File: config.mk
export PLATFORM = sky130hd
export DESIGN_NAME = audio_tx_framing
export DESIGN_NICKNAME = d
export VERILOG_FILES = /design/src/core/audio_tx_pkg.sv /design/src/core/audio_tx_fifo.sv /design/src/core/audio_bit_timing.sv /design/src/core/audio_tx_framing.sv
export VERILOG_INCLUDE_DIRS = /design/src /design/src/core
export SDC_FILE = /design/constraint.sdc
export NUM_CORES = 1
export LEC_CHECK = 0
export BUFFER_PORTS_ARGS = -buffer_cell sky130_fd_sc_hd__buf_4
export CAP_MARGIN = 20
export CORE_ASPECT_RATIO = 1.75
export CORE_MARGIN = 2
export CORE_UTILIZATION = 50
export DETAILED_ROUTE_END_ITERATION = 8
export GPL_TIMING_DRIVEN = 0
export PLACE_DENSITY = 0.69
export SETUP_SLACK_MARGIN = 0.05
export SLEW_MARGIN = 10
export SYNTH_ARGS = -nofsm -noshare
export SYNTH_HDL_FRONTEND = slang
export SYNTH_SLANG_ARGS = --single-unit
File: constraint.sdc
create_clock -name sys_clk_i -period 3.8 [get_ports sys_clk_i]
set_input_delay 0 -clock sys_clk_i [delete_from_list [all_inputs] [get_ports sys_clk_i]]
set_output_delay 0 -clock sys_clk_i [all_outputs]
set_load 0.02 [all_outputs]
File: src/core/audio_tx_defines.svh
`ifndef AUDIO_TX_DEFINES_SVH
`define AUDIO_TX_DEFINES_SVH
`define OFS_CTRL 8'h00
`define OFS_CLOCK 8'h04
`define OFS_FRAME 8'h08
`define OFS_WORD 8'h0c
`define OFS_MASK 8'h10
`define OFS_DATA 8'h14
`define CTRL_RUN 0
`define CTRL_SRST 1
`define CTRL_FRST 2
`define CTRL_LVL_DMA 3
`define CTRL_EMP_DMA 4
`define CTRL_AC97 5
`define CTRL_UNDERRUN 6
`define CTRL_LANE 8
`define CTRL_WM_LSB 12
`define CTRL_ACTIVE 16
`define CTRL_EMPTY 17
`define CTRL_READY 18
`define CTRL_CNT_LSB 20
`define CTRL_WMASK 32'h0000_713b
`define CTRL_RST 32'h0000_4000
`define CLK_DIV_LSB 0
`define CLK_POL 8
`define CLK_OUT 9
`define CLK_SYNC 10
`define CLOCK_WMASK 32'h0000_07ff
`define CLOCK_RST 32'h0000_0000
`define FRAME_WPF_LSB 0
`define FRAME_SYNC_LSB 8
`define FRAME_MSB 16
`define FRAME_EARLY 17
`define FRAME_FSLOW 18
`define FRAME_FSOUT 19
`define FRAME_WMASK 32'h000f_1f0f
`define FRAME_RST 32'h0001_1f01
`define WORD_OTHER_LSB 0
`define WORD_FIRST_LSB 8
`define WORD_FBT_LSB 16
`define WORD_WMASK 32'h001f_1f1f
`define WORD_RST 32'h001f_1f1f
`define FIFO_DEPTH 8
`define FIFO_AW 3
`define AC97_BCLK_HZ 12288000
`define AC97_FS_HZ 48000
`define AC97_FRAME_BITS (`AC97_BCLK_HZ / `AC97_FS_HZ)
`define AC97_SLOTS_M1 4'hc
`define AC97_FIRST_M1 5'hf
`define AC97_OTHER_M1 5'h13
`endif

File: src/core/audio_tx_pkg.sv
`include "audio_tx_defines.svh"
package audio_tx_pkg;
  typedef enum logic [1:0] {TX_IDLE = 2'b00, TX_LEAD = 2'b01, TX_RUN = 2'b10} tx_state_e;
  typedef struct packed {
    logic [31:0] ctrl;
    logic [31:0] clock;
    logic [31:0] frame;
    logic [31:0] word;
    logic [15:0] mask;
  } cfg_s;
  typedef struct packed {
    cfg_s cfg;
    tx_state_e state;
    logic active;
    logic ready_seen;
    logic fs_seen;
    logic muted;
    logic underrun;
    logic [3:0] word_idx;
    logic [4:0] bit_cnt;
    logic [4:0] bit_idx;
    logic [31:0] shreg;
    logic [8:0] fpos;
    logic fs_act;
    logic txd;
    logic [31:0] rdata;
    logic slverr;
  } core_s;
  typedef struct packed {
    logic [`FIFO_DEPTH-1:0][31:0] mem;
    logic [`FIFO_AW-1:0] wp;
    logic [`FIFO_AW-1:0] rp;
    logic [`FIFO_AW:0] cnt;
  } fifo_s;
  typedef struct packed {
    logic [7:0] cnt;
    logic lvl;
    logic b1;
    logic b2;
    logic b3;
    logic f1;
    logic f2;
    logic r1;
    logic r2;
  } clkgen_s;
  typedef struct packed {
    logic launch;
    logic sample;
    logic fs;
    logic rx;
  } bit_timing_s;
endpackage : audio_tx_pkg

File: src/core/audio_tx_fifo.sv
`timescale 1ns/100ps
`default_nettype none
module audio_tx_fifo
  import audio_tx_pkg::*;
(
  input wire logic sys_clk_i,
  input wire logic rst_i,
  input wire logic flush_i,
  input wire logic push_i,
  input wire logic [31:0] din_i,
  input wire logic pop_i,
  output logic [31:0] dout_o,
  output logic [`FIFO_AW:0] cnt_o,
  output logic empty_o,
  output logic full_o
);
  fifo_s st_reg;
  fifo_s st_next;
  logic do_push;
  logic do_pop;

  assign empty_o = st_reg.cnt == 4'h0;
  assign full_o = st_reg.cnt == 4'(`FIFO_DEPTH);
  assign dout_o = st_reg.mem[st_reg.rp];
  assign cnt_o = st_reg.cnt;
  assign do_push = push_i && !full_o;
  assign do_pop = pop_i && !empty_o;

  always_comb
  begin
    st_next = st_reg;
    if (do_push)
    begin
      st_next.mem[st_reg.wp] = din_i;
      st_next.wp = st_reg.wp + 3'h1;
    end
    if (do_pop)
      st_next.rp = st_reg.rp + 3'h1;
    case ({do_push, do_pop})
      2'b10: st_next.cnt = st_reg.cnt + 4'h1;
      2'b01: st_next.cnt = st_reg.cnt - 4'h1;
      default: st_next.cnt = st_reg.cnt;
    endcase
    if (flush_i)
    begin
      st_next.wp = '0;
      st_next.rp = '0;
      st_next.cnt = '0;
    end
  end

  always_ff @(posedge sys_clk_i)
  begin
    if (rst_i)
      st_reg <= '0;
    else
      st_reg <= st_next;
  end
endmodule : audio_tx_fifo
`default_nettype wire

File: src/core/audio_bit_timing.sv
`timescale 1ns/100ps
`default_nettype none
module audio_bit_timing
  import audio_tx_pkg::*;
(
  input wire logic sys_clk_i,
  input wire logic rst_i,
  input wire logic [7:0] div_i,
  input wire logic pol_i,
  input wire logic out_en_i,
  input wire logic bclk_i,
  input wire logic fs_i,
  input wire logic rx_i,
  output logic bclk_o,
  output bit_timing_s tim_o
);
  clkgen_s st_reg;
  clkgen_s st_next;
  logic tick;

  assign tick = st_reg.cnt == div_i;
  assign bclk_o = st_reg.lvl ^ pol_i;
  // driven pin level, or input pin level xor pol, falls: launch; rises: sample
  assign tim_o.launch = out_en_i ? (tick && bclk_o) : ((st_reg.b3 ^ pol_i) && !(st_reg.b2 ^ pol_i));
  assign tim_o.sample = out_en_i ? (tick && !bclk_o) : (!(st_reg.b3 ^ pol_i) && (st_reg.b2 ^ pol_i));
  assign tim_o.fs = st_reg.f2;
  assign tim_o.rx = st_reg.r2;

  always_comb
  begin
    st_next = st_reg;
    st_next.b1 = bclk_i;
    st_next.b2 = st_reg.b1;
    st_next.b3 = st_reg.b2;
    st_next.f1 = fs_i;
    st_next.f2 = st_reg.f1;
    st_next.r1 = rx_i;
    st_next.r2 = st_reg.r1;
    // half period of div+1 cycles gives a bit period of (div+1)*2
    if (out_en_i)
    begin
      st_next.cnt = tick ? 8'h00 : st_reg.cnt + 8'h01;
      if (tick)
        st_next.lvl = !st_reg.lvl;
    end
    else
    begin
      st_next.cnt = 8'h00;
      st_next.lvl = 1'b0;
    end
  end

  always_ff @(posedge sys_clk_i)
  begin
    if (rst_i)
      st_reg <= '0;
    else
      st_reg <= st_next;
  end
endmodule : audio_bit_timing
`default_nettype wire

File: src/core/audio_tx_framing.sv
// Design decisions made here: the address map and register access over APB.
`timescale 1ns/100ps
`default_nettype none
`include "audio_tx_defines.svh"
// Summary of operation
// - sample words of 8, 12, 16, 20, 24 or 32 bits go out serially
// - master clock divider runs whenever the bitclock is made internally
// - internal bitclock is master clock over (divider+1)*2; polarity, direction, mode selectable
// - software reset and fifo reset exist; software pulses reset then flushes fifo
// - level dma request at count <= watermark; optional empty request
// - words per frame equal field plus one; two words for i2s
// - sync lasts field plus one bitclocks, up to 32, whatever the first word's length
// - msb leading select shifts words most significant bit first
// - early sync asserts one bitclock before the frame's first bit
// - sync polarity low inverts the sync; direction out makes it locally
// - first word carries field plus one bits, up to 32
// - later words carry their field plus one bits
// - each word starts shifting at the first shifted bit index
// - word mask bit per slot masks that word; zero mask enables all
// - fifo writes refused until the transmit lane is enabled
// - cleared run enable finishes the frame, then reads back zero
// - run cleared with software reset stops at once
// - dsp framing uses a one bitclock sync, length field zero
// - ac97 bitclock 12.288 mhz and sync 48 khz, 256 bits a frame
// - ac97 waits for codec ready bit before driving data
// - ac97 frames 13 slots: one 16-bit, twelve 20-bit, one fifo word each
// - synchronous mode never selected by transmitter and receiver together
module audio_tx_framing
  import audio_tx_pkg::*;
(
  input wire logic sys_clk_i,
  input wire logic rst_i,
  input wire logic [7:0] paddr_i,
  input wire logic psel_i,
  input wire logic penable_i,
  input wire logic pwrite_i,
  input wire logic [31:0] pwdata_i,
  output logic [31:0] prdata_o,
  output logic pready_o,
  output logic pslverr_o,
  input wire logic bclk_i,
  input wire logic fs_i,
  input wire logic codec_serial_output_i,
  output logic bclk_o,
  output logic bclk_oe_n_o,
  output logic fs_o,
  output logic fs_oe_n_o,
  output logic codec_serial_input_o,
  output logic dma_level_req_o,
  output logic dma_empty_req_o
);
  core_s core_reg;
  core_s core_next;
  bit_timing_s tim;
  logic push;
  logic pop;
  logic flush;
  logic ld;
  logic [3:0] ld_idx;
  logic [31:0] fifo_dout;
  logic [`FIFO_AW:0] fifo_cnt;
  logic fifo_empty;
  logic fifo_full;
  logic run;
  logic srst;
  logic lane;
  logic ac97;
  logic msb;
  logic early;
  logic fs_low;
  logic fs_out;
  logic bclk_out;
  logic [3:0] frame_m1;
  logic [4:0] sync_m1;
  logic [4:0] first_m1;
  logic [4:0] other_m1;
  logic [4:0] first_shifted_bit_index;
  logic [4:0] wlen;
  logic [2:0] wm;
  logic last_bit;
  logic fs_now;
  logic setup;
  logic wr;

  assign run = core_reg.cfg.ctrl[`CTRL_RUN];
  assign srst = core_reg.cfg.ctrl[`CTRL_SRST];
  assign lane = core_reg.cfg.ctrl[`CTRL_LANE];
  assign ac97 = core_reg.cfg.ctrl[`CTRL_AC97];
  assign wm = core_reg.cfg.ctrl[`CTRL_WM_LSB +: 3];
  assign msb = core_reg.cfg.frame[`FRAME_MSB];
  assign fs_low = core_reg.cfg.frame[`FRAME_FSLOW];
  assign first_shifted_bit_index = core_reg.cfg.word[`WORD_FBT_LSB +: 5];
  // ac97 fixes slot layout; codec drives the bitclock, we drive the sync
  assign frame_m1 = ac97 ? `AC97_SLOTS_M1 : core_reg.cfg.frame[`FRAME_WPF_LSB +: 4];
  assign sync_m1 = ac97 ? `AC97_FIRST_M1 : core_reg.cfg.frame[`FRAME_SYNC_LSB +: 5];
  assign early = ac97 || core_reg.cfg.frame[`FRAME_EARLY];
  assign fs_out = ac97 || core_reg.cfg.frame[`FRAME_FSOUT];
  assign bclk_out = !ac97 && core_reg.cfg.clock[`CLK_OUT];
  assign first_m1 = ac97 ? `AC97_FIRST_M1 : core_reg.cfg.word[`WORD_FIRST_LSB +: 5];
  assign other_m1 = ac97 ? `AC97_OTHER_M1 : core_reg.cfg.word[`WORD_OTHER_LSB +: 5];
  assign wlen = (core_reg.word_idx == 4'h0) ? first_m1 : other_m1;
  assign last_bit = core_reg.bit_cnt == 5'h00 && core_reg.word_idx == frame_m1;
  // early sync covers the last bit of the previous frame
  assign fs_now = early ? ((last_bit && run) || core_reg.fpos < {4'h0, sync_m1})
                        : core_reg.fpos <= {4'h0, sync_m1};

  assign setup = psel_i && !penable_i;
  assign wr = psel_i && penable_i && pwrite_i && !core_reg.slverr;
  assign pready_o = psel_i && penable_i;
  assign pslverr_o = psel_i && penable_i && core_reg.slverr;
  assign prdata_o = core_reg.rdata;

  assign bclk_oe_n_o = !bclk_out;
  assign fs_o = core_reg.fs_act ^ fs_low;
  assign fs_oe_n_o = !fs_out;
  assign codec_serial_input_o = core_reg.txd;
  assign dma_level_req_o = lane && core_reg.cfg.ctrl[`CTRL_LVL_DMA] && fifo_cnt <= {1'b0, wm};
  assign dma_empty_req_o = lane && core_reg.cfg.ctrl[`CTRL_EMP_DMA] && fifo_empty;

  audio_bit_timing u_timing (
    .sys_clk_i(sys_clk_i),
    .rst_i(rst_i),
    .div_i(core_reg.cfg.clock[`CLK_DIV_LSB +: 8]),
    .pol_i(core_reg.cfg.clock[`CLK_POL]),
    .out_en_i(bclk_out),
    .bclk_i(bclk_i),
    .fs_i(fs_i),
    .rx_i(codec_serial_output_i),
    .bclk_o(bclk_o),
    .tim_o(tim)
  );

  audio_tx_fifo u_fifo (
    .sys_clk_i(sys_clk_i),
    .rst_i(rst_i),
    .flush_i(flush),
    .push_i(push),
    .din_i(pwdata_i),
    .pop_i(pop),
    .dout_o(fifo_dout),
    .cnt_o(fifo_cnt),
    .empty_o(fifo_empty),
    .full_o(fifo_full)
  );

  always_comb
  begin
    core_next = core_reg;
    push = 1'b0;
    pop = 1'b0;
    flush = 1'b0;
    ld = 1'b0;
    ld_idx = 4'h0;
    if (setup)
    begin
      core_next.slverr = 1'b0;
      core_next.rdata = 32'h0000_0000;
      case (paddr_i)
        `OFS_CTRL:
        begin
          core_next.rdata = core_reg.cfg.ctrl;
          // run reads one until the running frame has ended
          core_next.rdata[`CTRL_RUN] = run || core_reg.active;
          core_next.rdata[`CTRL_UNDERRUN] = core_reg.underrun;
          core_next.rdata[`CTRL_ACTIVE] = core_reg.active;
          core_next.rdata[`CTRL_EMPTY] = fifo_empty;
          core_next.rdata[`CTRL_READY] = core_reg.ready_seen;
          core_next.rdata[`CTRL_CNT_LSB +: 4] = fifo_cnt;
        end
        `OFS_CLOCK: core_next.rdata = core_reg.cfg.clock;
        `OFS_FRAME: core_next.rdata = core_reg.cfg.frame;
        `OFS_WORD: core_next.rdata = core_reg.cfg.word;
        `OFS_MASK: core_next.rdata = {16'h0000, core_reg.cfg.mask};
        `OFS_DATA:
        begin
          core_next.rdata = {28'h0000000, fifo_cnt};
          core_next.slverr = pwrite_i && (!lane || fifo_full);
        end
        default: core_next.slverr = 1'b1;
      endcase
    end
    if (wr)
    begin
      case (paddr_i)
        `OFS_CTRL:
        begin
          core_next.cfg.ctrl = pwdata_i & `CTRL_WMASK;
          flush = pwdata_i[`CTRL_FRST];
          if (pwdata_i[`CTRL_UNDERRUN])
            core_next.underrun = 1'b0;
        end
        `OFS_CLOCK: core_next.cfg.clock = pwdata_i & `CLOCK_WMASK;
        `OFS_FRAME: core_next.cfg.frame = pwdata_i & `FRAME_WMASK;
        `OFS_WORD: core_next.cfg.word = pwdata_i & `WORD_WMASK;
        `OFS_MASK: core_next.cfg.mask = pwdata_i[15:0];
        `OFS_DATA: push = 1'b1;
        default: push = 1'b0;
      endcase
    end
    case (core_reg.state)
      TX_IDLE:
      begin
        // outputs drop at a bit edge so a graceful stop keeps its last bit
        if (tim.launch)
        begin
          core_next.fs_act = 1'b0;
          core_next.txd = 1'b0;
          if (run && lane && !srst)
          begin
            core_next.state = TX_LEAD;
            core_next.active = 1'b1;
            core_next.fs_seen = 1'b0;
            core_next.ready_seen = 1'b0;
          end
        end
      end
      TX_LEAD:
      begin
        if (tim.sample && !fs_out && (tim.fs ^ fs_low))
          core_next.fs_seen = 1'b1;
        if (tim.launch)
        begin
          core_next.fs_act = fs_out && early;
          core_next.txd = 1'b0;
          if (fs_out || core_reg.fs_seen)
          begin
            core_next.state = TX_RUN;
            core_next.fpos = 9'h000;
            core_next.fs_seen = 1'b0;
            ld = 1'b1;
          end
        end
      end
      TX_RUN:
      begin
        // codec ready bit is sampled on the early sync bit, one bit before slot zero's first bit
        if (tim.sample && ac97 && core_reg.fpos == 9'h000 && tim.rx)
          core_next.fs_seen = 1'b1;
        if (tim.launch)
        begin
          core_next.fs_act = fs_now;
          core_next.txd = !core_reg.muted && core_reg.shreg[core_reg.bit_idx];
          if (core_reg.bit_cnt != 5'h00)
          begin
            core_next.bit_cnt = core_reg.bit_cnt - 5'h01;
            core_next.bit_idx = msb ? core_reg.bit_idx - 5'h01 : core_reg.bit_idx + 5'h01;
            core_next.fpos = core_reg.fpos + 9'h001;
          end
          else if (last_bit && !run)
          begin
            core_next.state = TX_IDLE;
            core_next.active = 1'b0;
          end
          else
          begin
            ld = 1'b1;
            ld_idx = last_bit ? 4'h0 : core_reg.word_idx + 4'h1;
            core_next.fpos = last_bit ? 9'h000 : core_reg.fpos + 9'h001;
          end
        end
      end
      default: core_next.state = TX_IDLE;
    endcase
    if (ld)
    begin
      if (ld_idx == 4'h0 && ac97)
        core_next.ready_seen = core_reg.ready_seen || core_reg.fs_seen;
      core_next.word_idx = ld_idx;
      core_next.bit_cnt = (ld_idx == 4'h0) ? first_m1 : other_m1;
      core_next.bit_idx = first_shifted_bit_index;
      // masked slots and the ac97 wait leave the fifo untouched
      core_next.muted = core_reg.cfg.mask[ld_idx] || fifo_empty || (ac97 && !core_next.ready_seen);
      pop = !core_next.muted;
      core_next.shreg = fifo_dout;
      // set wins over a clear in the same cycle
      if (fifo_empty && !core_reg.cfg.mask[ld_idx] && !(ac97 && !core_next.ready_seen))
        core_next.underrun = 1'b1;
    end
    if (srst)
    begin
      core_next.state = TX_IDLE;
      core_next.active = 1'b0;
      core_next.fs_act = 1'b0;
      core_next.txd = 1'b0;
      core_next.ready_seen = 1'b0;
      core_next.fs_seen = 1'b0;
    end
  end

  always_ff @(posedge sys_clk_i)
  begin
    if (rst_i)
    begin
      core_reg <= '0;
      core_reg.cfg.ctrl <= `CTRL_RST;
      core_reg.cfg.clock <= `CLOCK_RST;
      core_reg.cfg.frame <= `FRAME_RST;
      core_reg.cfg.word <= `WORD_RST;
    end
    else
      core_reg <= core_next;
  end
endmodule : audio_tx_framing
`default_nettype wire

Word-level counts from Yosys, hierarchy flattened. Cells that the tools add are included.

Add/subtract/negate cells: 10. Magnitude comparators: 8. Equal/unequal tests: 21. Multiplexer cells: 72. Bitwise gates (word level): 6. Reduce and logical (&&, ||, !) cells: 92.

Operators with widths (number): 256-bit bitwise mux (1); 24-bit case mux with 6 select lines (1); 32-bit binary-select mux with 3-bit select (1); 32-bit demux with 3-bit select (1); 32-bit 2-to-1 mux (2); 47-bit 2-to-1 mux (1); 9-bit 2-to-1 mux (4); 5-bit 2-to-1 mux (7); 1-bit logical AND (34); 10-bit 2-to-1 mux (3); 1-bit 2-to-1 mux (27); 4-bit 2-to-1 mux (6); 11-bit 2-to-1 mux (2); 1-bit zero test (19); 9-bit case mux with 2 select lines (1); 8-bit by 4-bit equality test with 1-bit output (second input constant) (2); 8-bit by 5-bit equality test with 1-bit output (second input constant) (2); 2-bit != test (second input constant) (8); 2-bit case mux with 3 select lines (2); 2-bit nonzero test (6); 2-bit AND reduction (5); 5-bit by 1-bit subtractor with 5-bit output (second input constant) (2); 9-bit by 1-bit adder with 9-bit output (second input constant) (1); 9-bit by 5-bit <= comparator with 1-bit output (1); 43 further kinds (70).

Register bits: 443. Bits of input ports: 48. Output and inout port bits: 41. Logic and storage cells: 249.

Logic depth before layout (Yosys ltp).
Depth after elaboration: 20. Depth in mapped cells: 17. Depth with buffers taken out: 16.

By module. A second synthesis with hierarchy kept.

Cells, all modules: 2436. Area, all modules: 20419.6 µm².

Modules (own cells, without submodules): audio_tx_fifo (times used 1, cells an instance 1344, area each 11617.4 µm²); audio_tx_framing (times used 1, cells an instance 1020, area each 8104.0 µm²); audio_bit_timing (times used 1, cells an instance 72, area each 698.2 µm²).

Least setup slack after synthesis. OpenSTA, ideal clock, no wires.

Path type: reg2reg. Start point: register core_reg[185] (netlist name). End point: register u_fifo.st_reg (netlist bit u_fifo.cnt_o[3]). Library setup time: 124 ps. Data arrival time: 3327 ps. Setup slack: 349 ps. Cell stages (with the launch flop): 17. Path through: dfxtp_1 buf_2 xor2_1 nand2_1 o32a_1 buf_6 nor3b_2 or4b_4 nor2_1 ha_1 ha_1 a21o_1 a21oi_1 xnor2_1 nor2_1 xnor2_1 nor2_1.

Elaborated cells between the ends (all ways): 31. Those cells by class: eq/ne: 2; mux: 14; bitwise: 3; reduce/logical: 12.

RTL lines: start, declared (line audio_tx_framing.sv:52) `core_s core_reg;`; start signal, assigned (line audio_tx_framing.sv:301) `core_reg <= core_next;`; 1-bit bitwise XOR * (line audio_bit_timing.sv:22) `assign bclk_o = st_reg.lvl ^ pol_i;`; named net bclk_o (line audio_tx_framing.sv:44) `output logic bclk_o,`; 1-bit logical AND * (line audio_bit_timing.sv:24) `assign tim_o.launch = out_en_i ? (tick && bclk_o) : ((st_reg.b3 ^ pol_i) && !(st_reg.b2 ^ pol_i));`; 1-bit 2-to-1 mux * (line audio_bit_timing.sv:24); 4-bit 2-to-1 mux (line audio_tx_framing.sv:239) `if (tim.launch)`; 4-bit 2-to-1 mux (line audio_tx_framing.sv:200) `case (core_reg.state)`; 4-bit zero test (line audio_tx_framing.sv:266) `if (ld_idx == 4'h0 && ac97)`; 1-bit logical AND (line audio_tx_framing.sv:266); (+3 left out); 1-bit logical AND (line audio_tx_framing.sv:272) `core_next.muted = core_reg.cfg.mask[ld_idx] || fifo_empty || (ac97 && !core_next.ready_seen);`; 1-bit logical OR (line audio_tx_framing.sv:272); 1-bit zero test (line audio_tx_framing.sv:273) `pop = !core_next.muted;`; 1-bit 2-to-1 mux * (line audio_tx_framing.sv:264) `if (ld)`; 1-bit logical AND * (line audio_tx_fifo.sv:27) `assign do_pop = pop_i && !empty_o;`; named net u_fifo.do_pop (line audio_tx_fifo.sv:20) `logic do_pop;`; 2-bit by 1-bit equality test with 1-bit output / 2-bit equality test (equally long branches) (line audio_tx_fifo.sv:39) `case ({do_push, do_pop})`; 4-bit case mux with 2 select lines / 2-bit nonzero test (equally long branches); end signal, assigned (line audio_tx_fifo.sv:57) `st_reg <= st_next;`; end, declared (line audio_tx_fifo.sv:17) `fifo_s st_reg;`.

Mark *: on every way through the listed nets, which the timed path passes. The rest lies on a longest branch. The select of a mux whose other input is x is not followed. A chain may end at the register's enable or synchronous reset.

Worst setup path after layout.
Start point: register core_reg[82] (netlist name). End point: register u_fifo.st_reg (netlist bit u_fifo.cnt_o[3]).

Longest elaborated chain between the ends: 19. Elaborated cells between the ends (all ways): 30. Those cells by class: eq/ne: 2; mux: 15; reduce/logical: 13.

Ends and longest elaborated chain: 5-bit zero test (line audio_tx_framing.sv:102) `assign last_bit = core_reg.bit_cnt == 5'h00 && core_reg.word_idx == frame_m1;`; 1-bit logical AND (line audio_tx_framing.sv:102); 4-bit 2-to-1 mux / 1-bit logical AND (equally long branches) (line audio_tx_framing.sv:257, audio_tx_framing.sv:249); 4-bit 2-to-1 mux (line audio_tx_framing.sv:249) `else if (last_bit && !run)`; 4-bit 2-to-1 mux (line audio_tx_framing.sv:243) `if (core_reg.bit_cnt != 5'h00)`; 4-bit 2-to-1 mux (line audio_tx_framing.sv:239); 4-bit 2-to-1 mux (line audio_tx_framing.sv:200); 4-bit zero test (line audio_tx_framing.sv:266); (+4 left out); 1-bit logical AND (line audio_tx_framing.sv:272); 1-bit logical OR (line audio_tx_framing.sv:272); 1-bit zero test (line audio_tx_framing.sv:273); 1-bit 2-to-1 mux * (line audio_tx_framing.sv:264); 1-bit logical AND * (line audio_tx_fifo.sv:27); named net u_fifo.do_pop (line audio_tx_fifo.sv:20); 2-bit by 1-bit equality test with 1-bit output / 2-bit equality test (equally long branches) (line audio_tx_fifo.sv:39); 4-bit case mux with 2 select lines / 2-bit nonzero test (equally long branches).

Marked as above.

==> out/metrics.cfg <==
[synthesis]
synth.largest_area_cell=dfxtp_1
syn_inst=2345
async_reset_ff_frac=0
ys_seq_elements=435
synth_flop_cell=dfxtp_1
yosys_warnings=0
synth_area_um2=19720
seq_area_frac_synth=0.4417
synth_top_area_share=0.4417
avgSynthCellArea_um2=8.407
synth_cell_types=76
synth_area_leaders=dfxtp_1, nand2_1, mux4_2
synth-edff-count=0

[worst_hold_path]
hold_depth=3
hp-start=pwdata_i[19]
min_to=core_reg[164]
hold_class=in -> reg

[power_and_ir_drop]
power.switching_mw=2.113
swShare=0.2309
p_leak_nw=7.664
internal_power_mw=7.039
powerDensity_nw_per_um2=401.1
power_frac_clock=0.464
peakVddDrop_mv=0.3652
share_comb_of_total_power=0.037
p_seq_frac=0.499

[timing]
setup_viol=0
layout_min_cycle_time_ps=3645
finalClockSkew_ps=28.05
slew_violations=0
slew-limit-headroom=0.2722
worst_slew_pin_slew_ps=1083
rsz0062_at_grt=yes
timing.final.crit_share=0.9593
hold_viol=0
fmax_mhz=274.3

[clock_network]
cts_max_level=2
cts_made_buffers=42
root_buffer=clkbuf_16
clock_path_buffers=3
cts_tree=built
clk-insertion-delay-late_ps=580
clk_pin_slew_ps=70
clkSinkCount=435

[global_routing]
grt_overflow_total=0
grt_pass1_wl_um=103300
antenna_found_initial=1
grt_pass1_vias=18100
grt_util_all_layers=0.3325
grt_max_degree=15

[finish]
largest_reg_flops=262
fill_cells=3556
finalInstanceArea_um2=22820
antenna-diode-count=0
utilization=0.5845
area_growth_pct=15.73
nets=2582
layout-drive-gt1-share=0.1267

[floorplanning]
io_pins=89
rows=96
die_x_um=154.1
dieArea_um2=41100
die_h_um=266.7
start_util=0.5050
core_um2=39040

[detailed_routing]
drc=0
drt_pass1_iterations=9
wl_met3_um=4297
wl_met1_um=22490
wl_per_cell_um=22.99
drtAntennaViolNets=0
vias=18080
wirelength_um=69520
drt_iter0_markers=1440
dr_wl_met2_um=35650
routed_via_density=5.977
top_layer_used=met5

[critical_path]
arrival_ps=4100
r2r_start=core_reg[82]
reg2reg_depth=17
path_class=reg -> reg
worstSetupEndpointType=flip-flop
cp.required_ps=4250
r2r-end=u_fifo.cnt_o[3]
setup.worst_path.start=core_reg[82]
worst-r2r-setup-slack_ps=150
startpoint_type=flip-flop
path_max_fanout=6

[placement]
io_buffer_count=59
placedInstanceArea_um2=20820
gp_routability_congestion=0.9811
hpwl_um=51500

[run_status]
status=completed

[flow_run]
max-cap-violations=0

-- cell type report --
| cell class | count | area, um2 | share of cell area |
|---|---|---|---|
| multi-input cells | 1656 | 10030 | 0.4394 |
| flip-flops and latches | 435 | 8726 | 0.3824 |
| clock buffers | 62 | 1267 | 0.05555 |
| plain buffers | 233 | 1047 | 0.04590 |
| repair buffers | 111 | 935.9 | 0.04102 |
| well taps | 490 | 613.1 | 0.02687 |
| inverters | 27 | 101.3 | 0.004442 |
| clock inverters | 10 | 100.1 | 0.004387 |
-- worst max-delay path by stage --
stage	endpoint	slack, ps	depth (start not counted)
CTS	u_fifo.cnt_o[3]	60	16
finish	u_fifo.cnt_o[3]	150	17
detailed placement	u_fifo.cnt_o[3]	-710	17
global route	u_fifo.cnt_o[3]	-10	17
global placement	u_fifo.cnt_o[3]	-640	17
floorplan	u_fifo.cnt_o[3]	350	16
-- cell usage after synthesis (4+ instances only) --
master,n
mux4_2,75
and2_1,5
and3_1,14
buf_1,10
a31oi_1,11
mux2_2,4
ha_1,26
nand2_1,649
nor4_1,6
o21ai_0,29
nor3_1,19
a21oi_1,336
buf_4,32
nand2b_1,5
nor3b_1,7
nor2_1,141
nand4b_1,4
o21a_1,6
inv_1,26
nand3_1,38
a211oi_1,34
nand4_1,10
or3_1,10
o211ai_1,5
clkbuf_1,167
a21o_1,6
mux2i_1,57
a22oi_1,18
a222oi_1,11
nor2b_1,17
o31ai_1,4
buf_2,22
dfxtp_1,435
xor2_1,23
xnor2_1,16
-- what timing repair did --
| item | CTS | global route |
|---|---|---|
| pin swaps | 2 | 10 |
| hold buffers | 39 | 0 |
| setup endpoints to repair | 16 | 11 |
| cloned | 0 | 0 |
| setup buffers | 7 | 3 |
| resized for setup | 18 | 32 |
| hold endpoints to repair | 139 | 0 |
-- cell usage in the layout (no fill, tap or decap), types with 11 or more instances in the layout --
cell type / netlist / layout
a22oi_1: 18 / 17
clkbuf_8: 0 / 12
and3_1: 14 / 14
mux4_2: 75 / 75
dlygate4sd3_1: 0 / 39
xor2_1: 23 / 23
ha_1: 26 / 24
clkbuf_1: 167 / 170
dfxtp_1: 435 / 421
o21ai_0: 29 / 29
xnor2_1: 16 / 15
a222oi_1: 11 / 11
a211oi_1: 34 / 34
nand2_1: 649 / 649
nor2b_1: 17 / 16
buf_4: 32 / 103
buf_2: 22 / 23
dfxtp_2: 0 / 14
nor3_1: 19 / 16
inv_1: 26 / 24
clkbuf_16: 0 / 43
nand3_1: 38 / 38
mux2i_1: 57 / 55
a21oi_1: 336 / 335
nor2_1: 141 / 140
-- power by group through the flow --
stage	Combinational (mW)	Sequential (mW)	Clock, mW
floorplan	0.149	4.67	0
global placement	0.296	4.67	0
detailed placement	0.298	4.67	0
CTS	0.330	4.57	4.29
global route	0.349	4.57	4.44
finish	0.337	4.57	4.25
-- per-layer routing --
layer	global-route usage	up-vias
li1	-	8299
met1	0.3235	8616
met2	0.6072	826
met3	0.04530	332
met4	0.2970	2
met5	0	-
-- per-stage QoR --
stage                     total power [mW]  TNS [ps]  setup WS (ps)  cells  hold slack (ps)
after floorplan                      4.818         0          348.7   2352            128.2
after global placement               4.966     -2854         -642.6   2901            222.4
after detailed placement             4.968     -3818         -711.2   2903            224.9
after CTS                            9.184         0          63.56   3020            17.91
after global routing                 9.356    -13.05         -13.05   3024            27.36
final                                9.152         0          154.8   3024            59.92
-- logic make-up after synthesis --
| family | count (synthesis) | share of synthesized area |
|---|---|---|
| xor gates and xnor gates | 40 | 0.01815 |
| AOI/OAI and AO/OA | 490 | 0.1429 |
| DFF | 435 | 0.4417 |
| other | 1 | 0.0001902 |
| adders and majority gates | 28 | 0.01853 |
| buffers and inverters | 261 | 0.05769 |
| and+or+nand+nor | 954 | 0.2039 |
| muxes | 136 | 0.1169 |
-- worst max-delay path, cell delays in order, from the launching register on --
cell and delay, ps:
dfxtp_2 330, inv_2 80, ha_2 180, nor4b_4 250
and2_1 200, buf_6 130, o21a_4 160, nor3b_4 330
or4b_4 550, nor2_4 200, ha_4 170, ha_1 210
a21o_1 190, a21oi_2 150, xnor2_1 130, nor2_1 60
xnor2_1 150, nor2_1 50
Power figures use the tool's default switching activity.
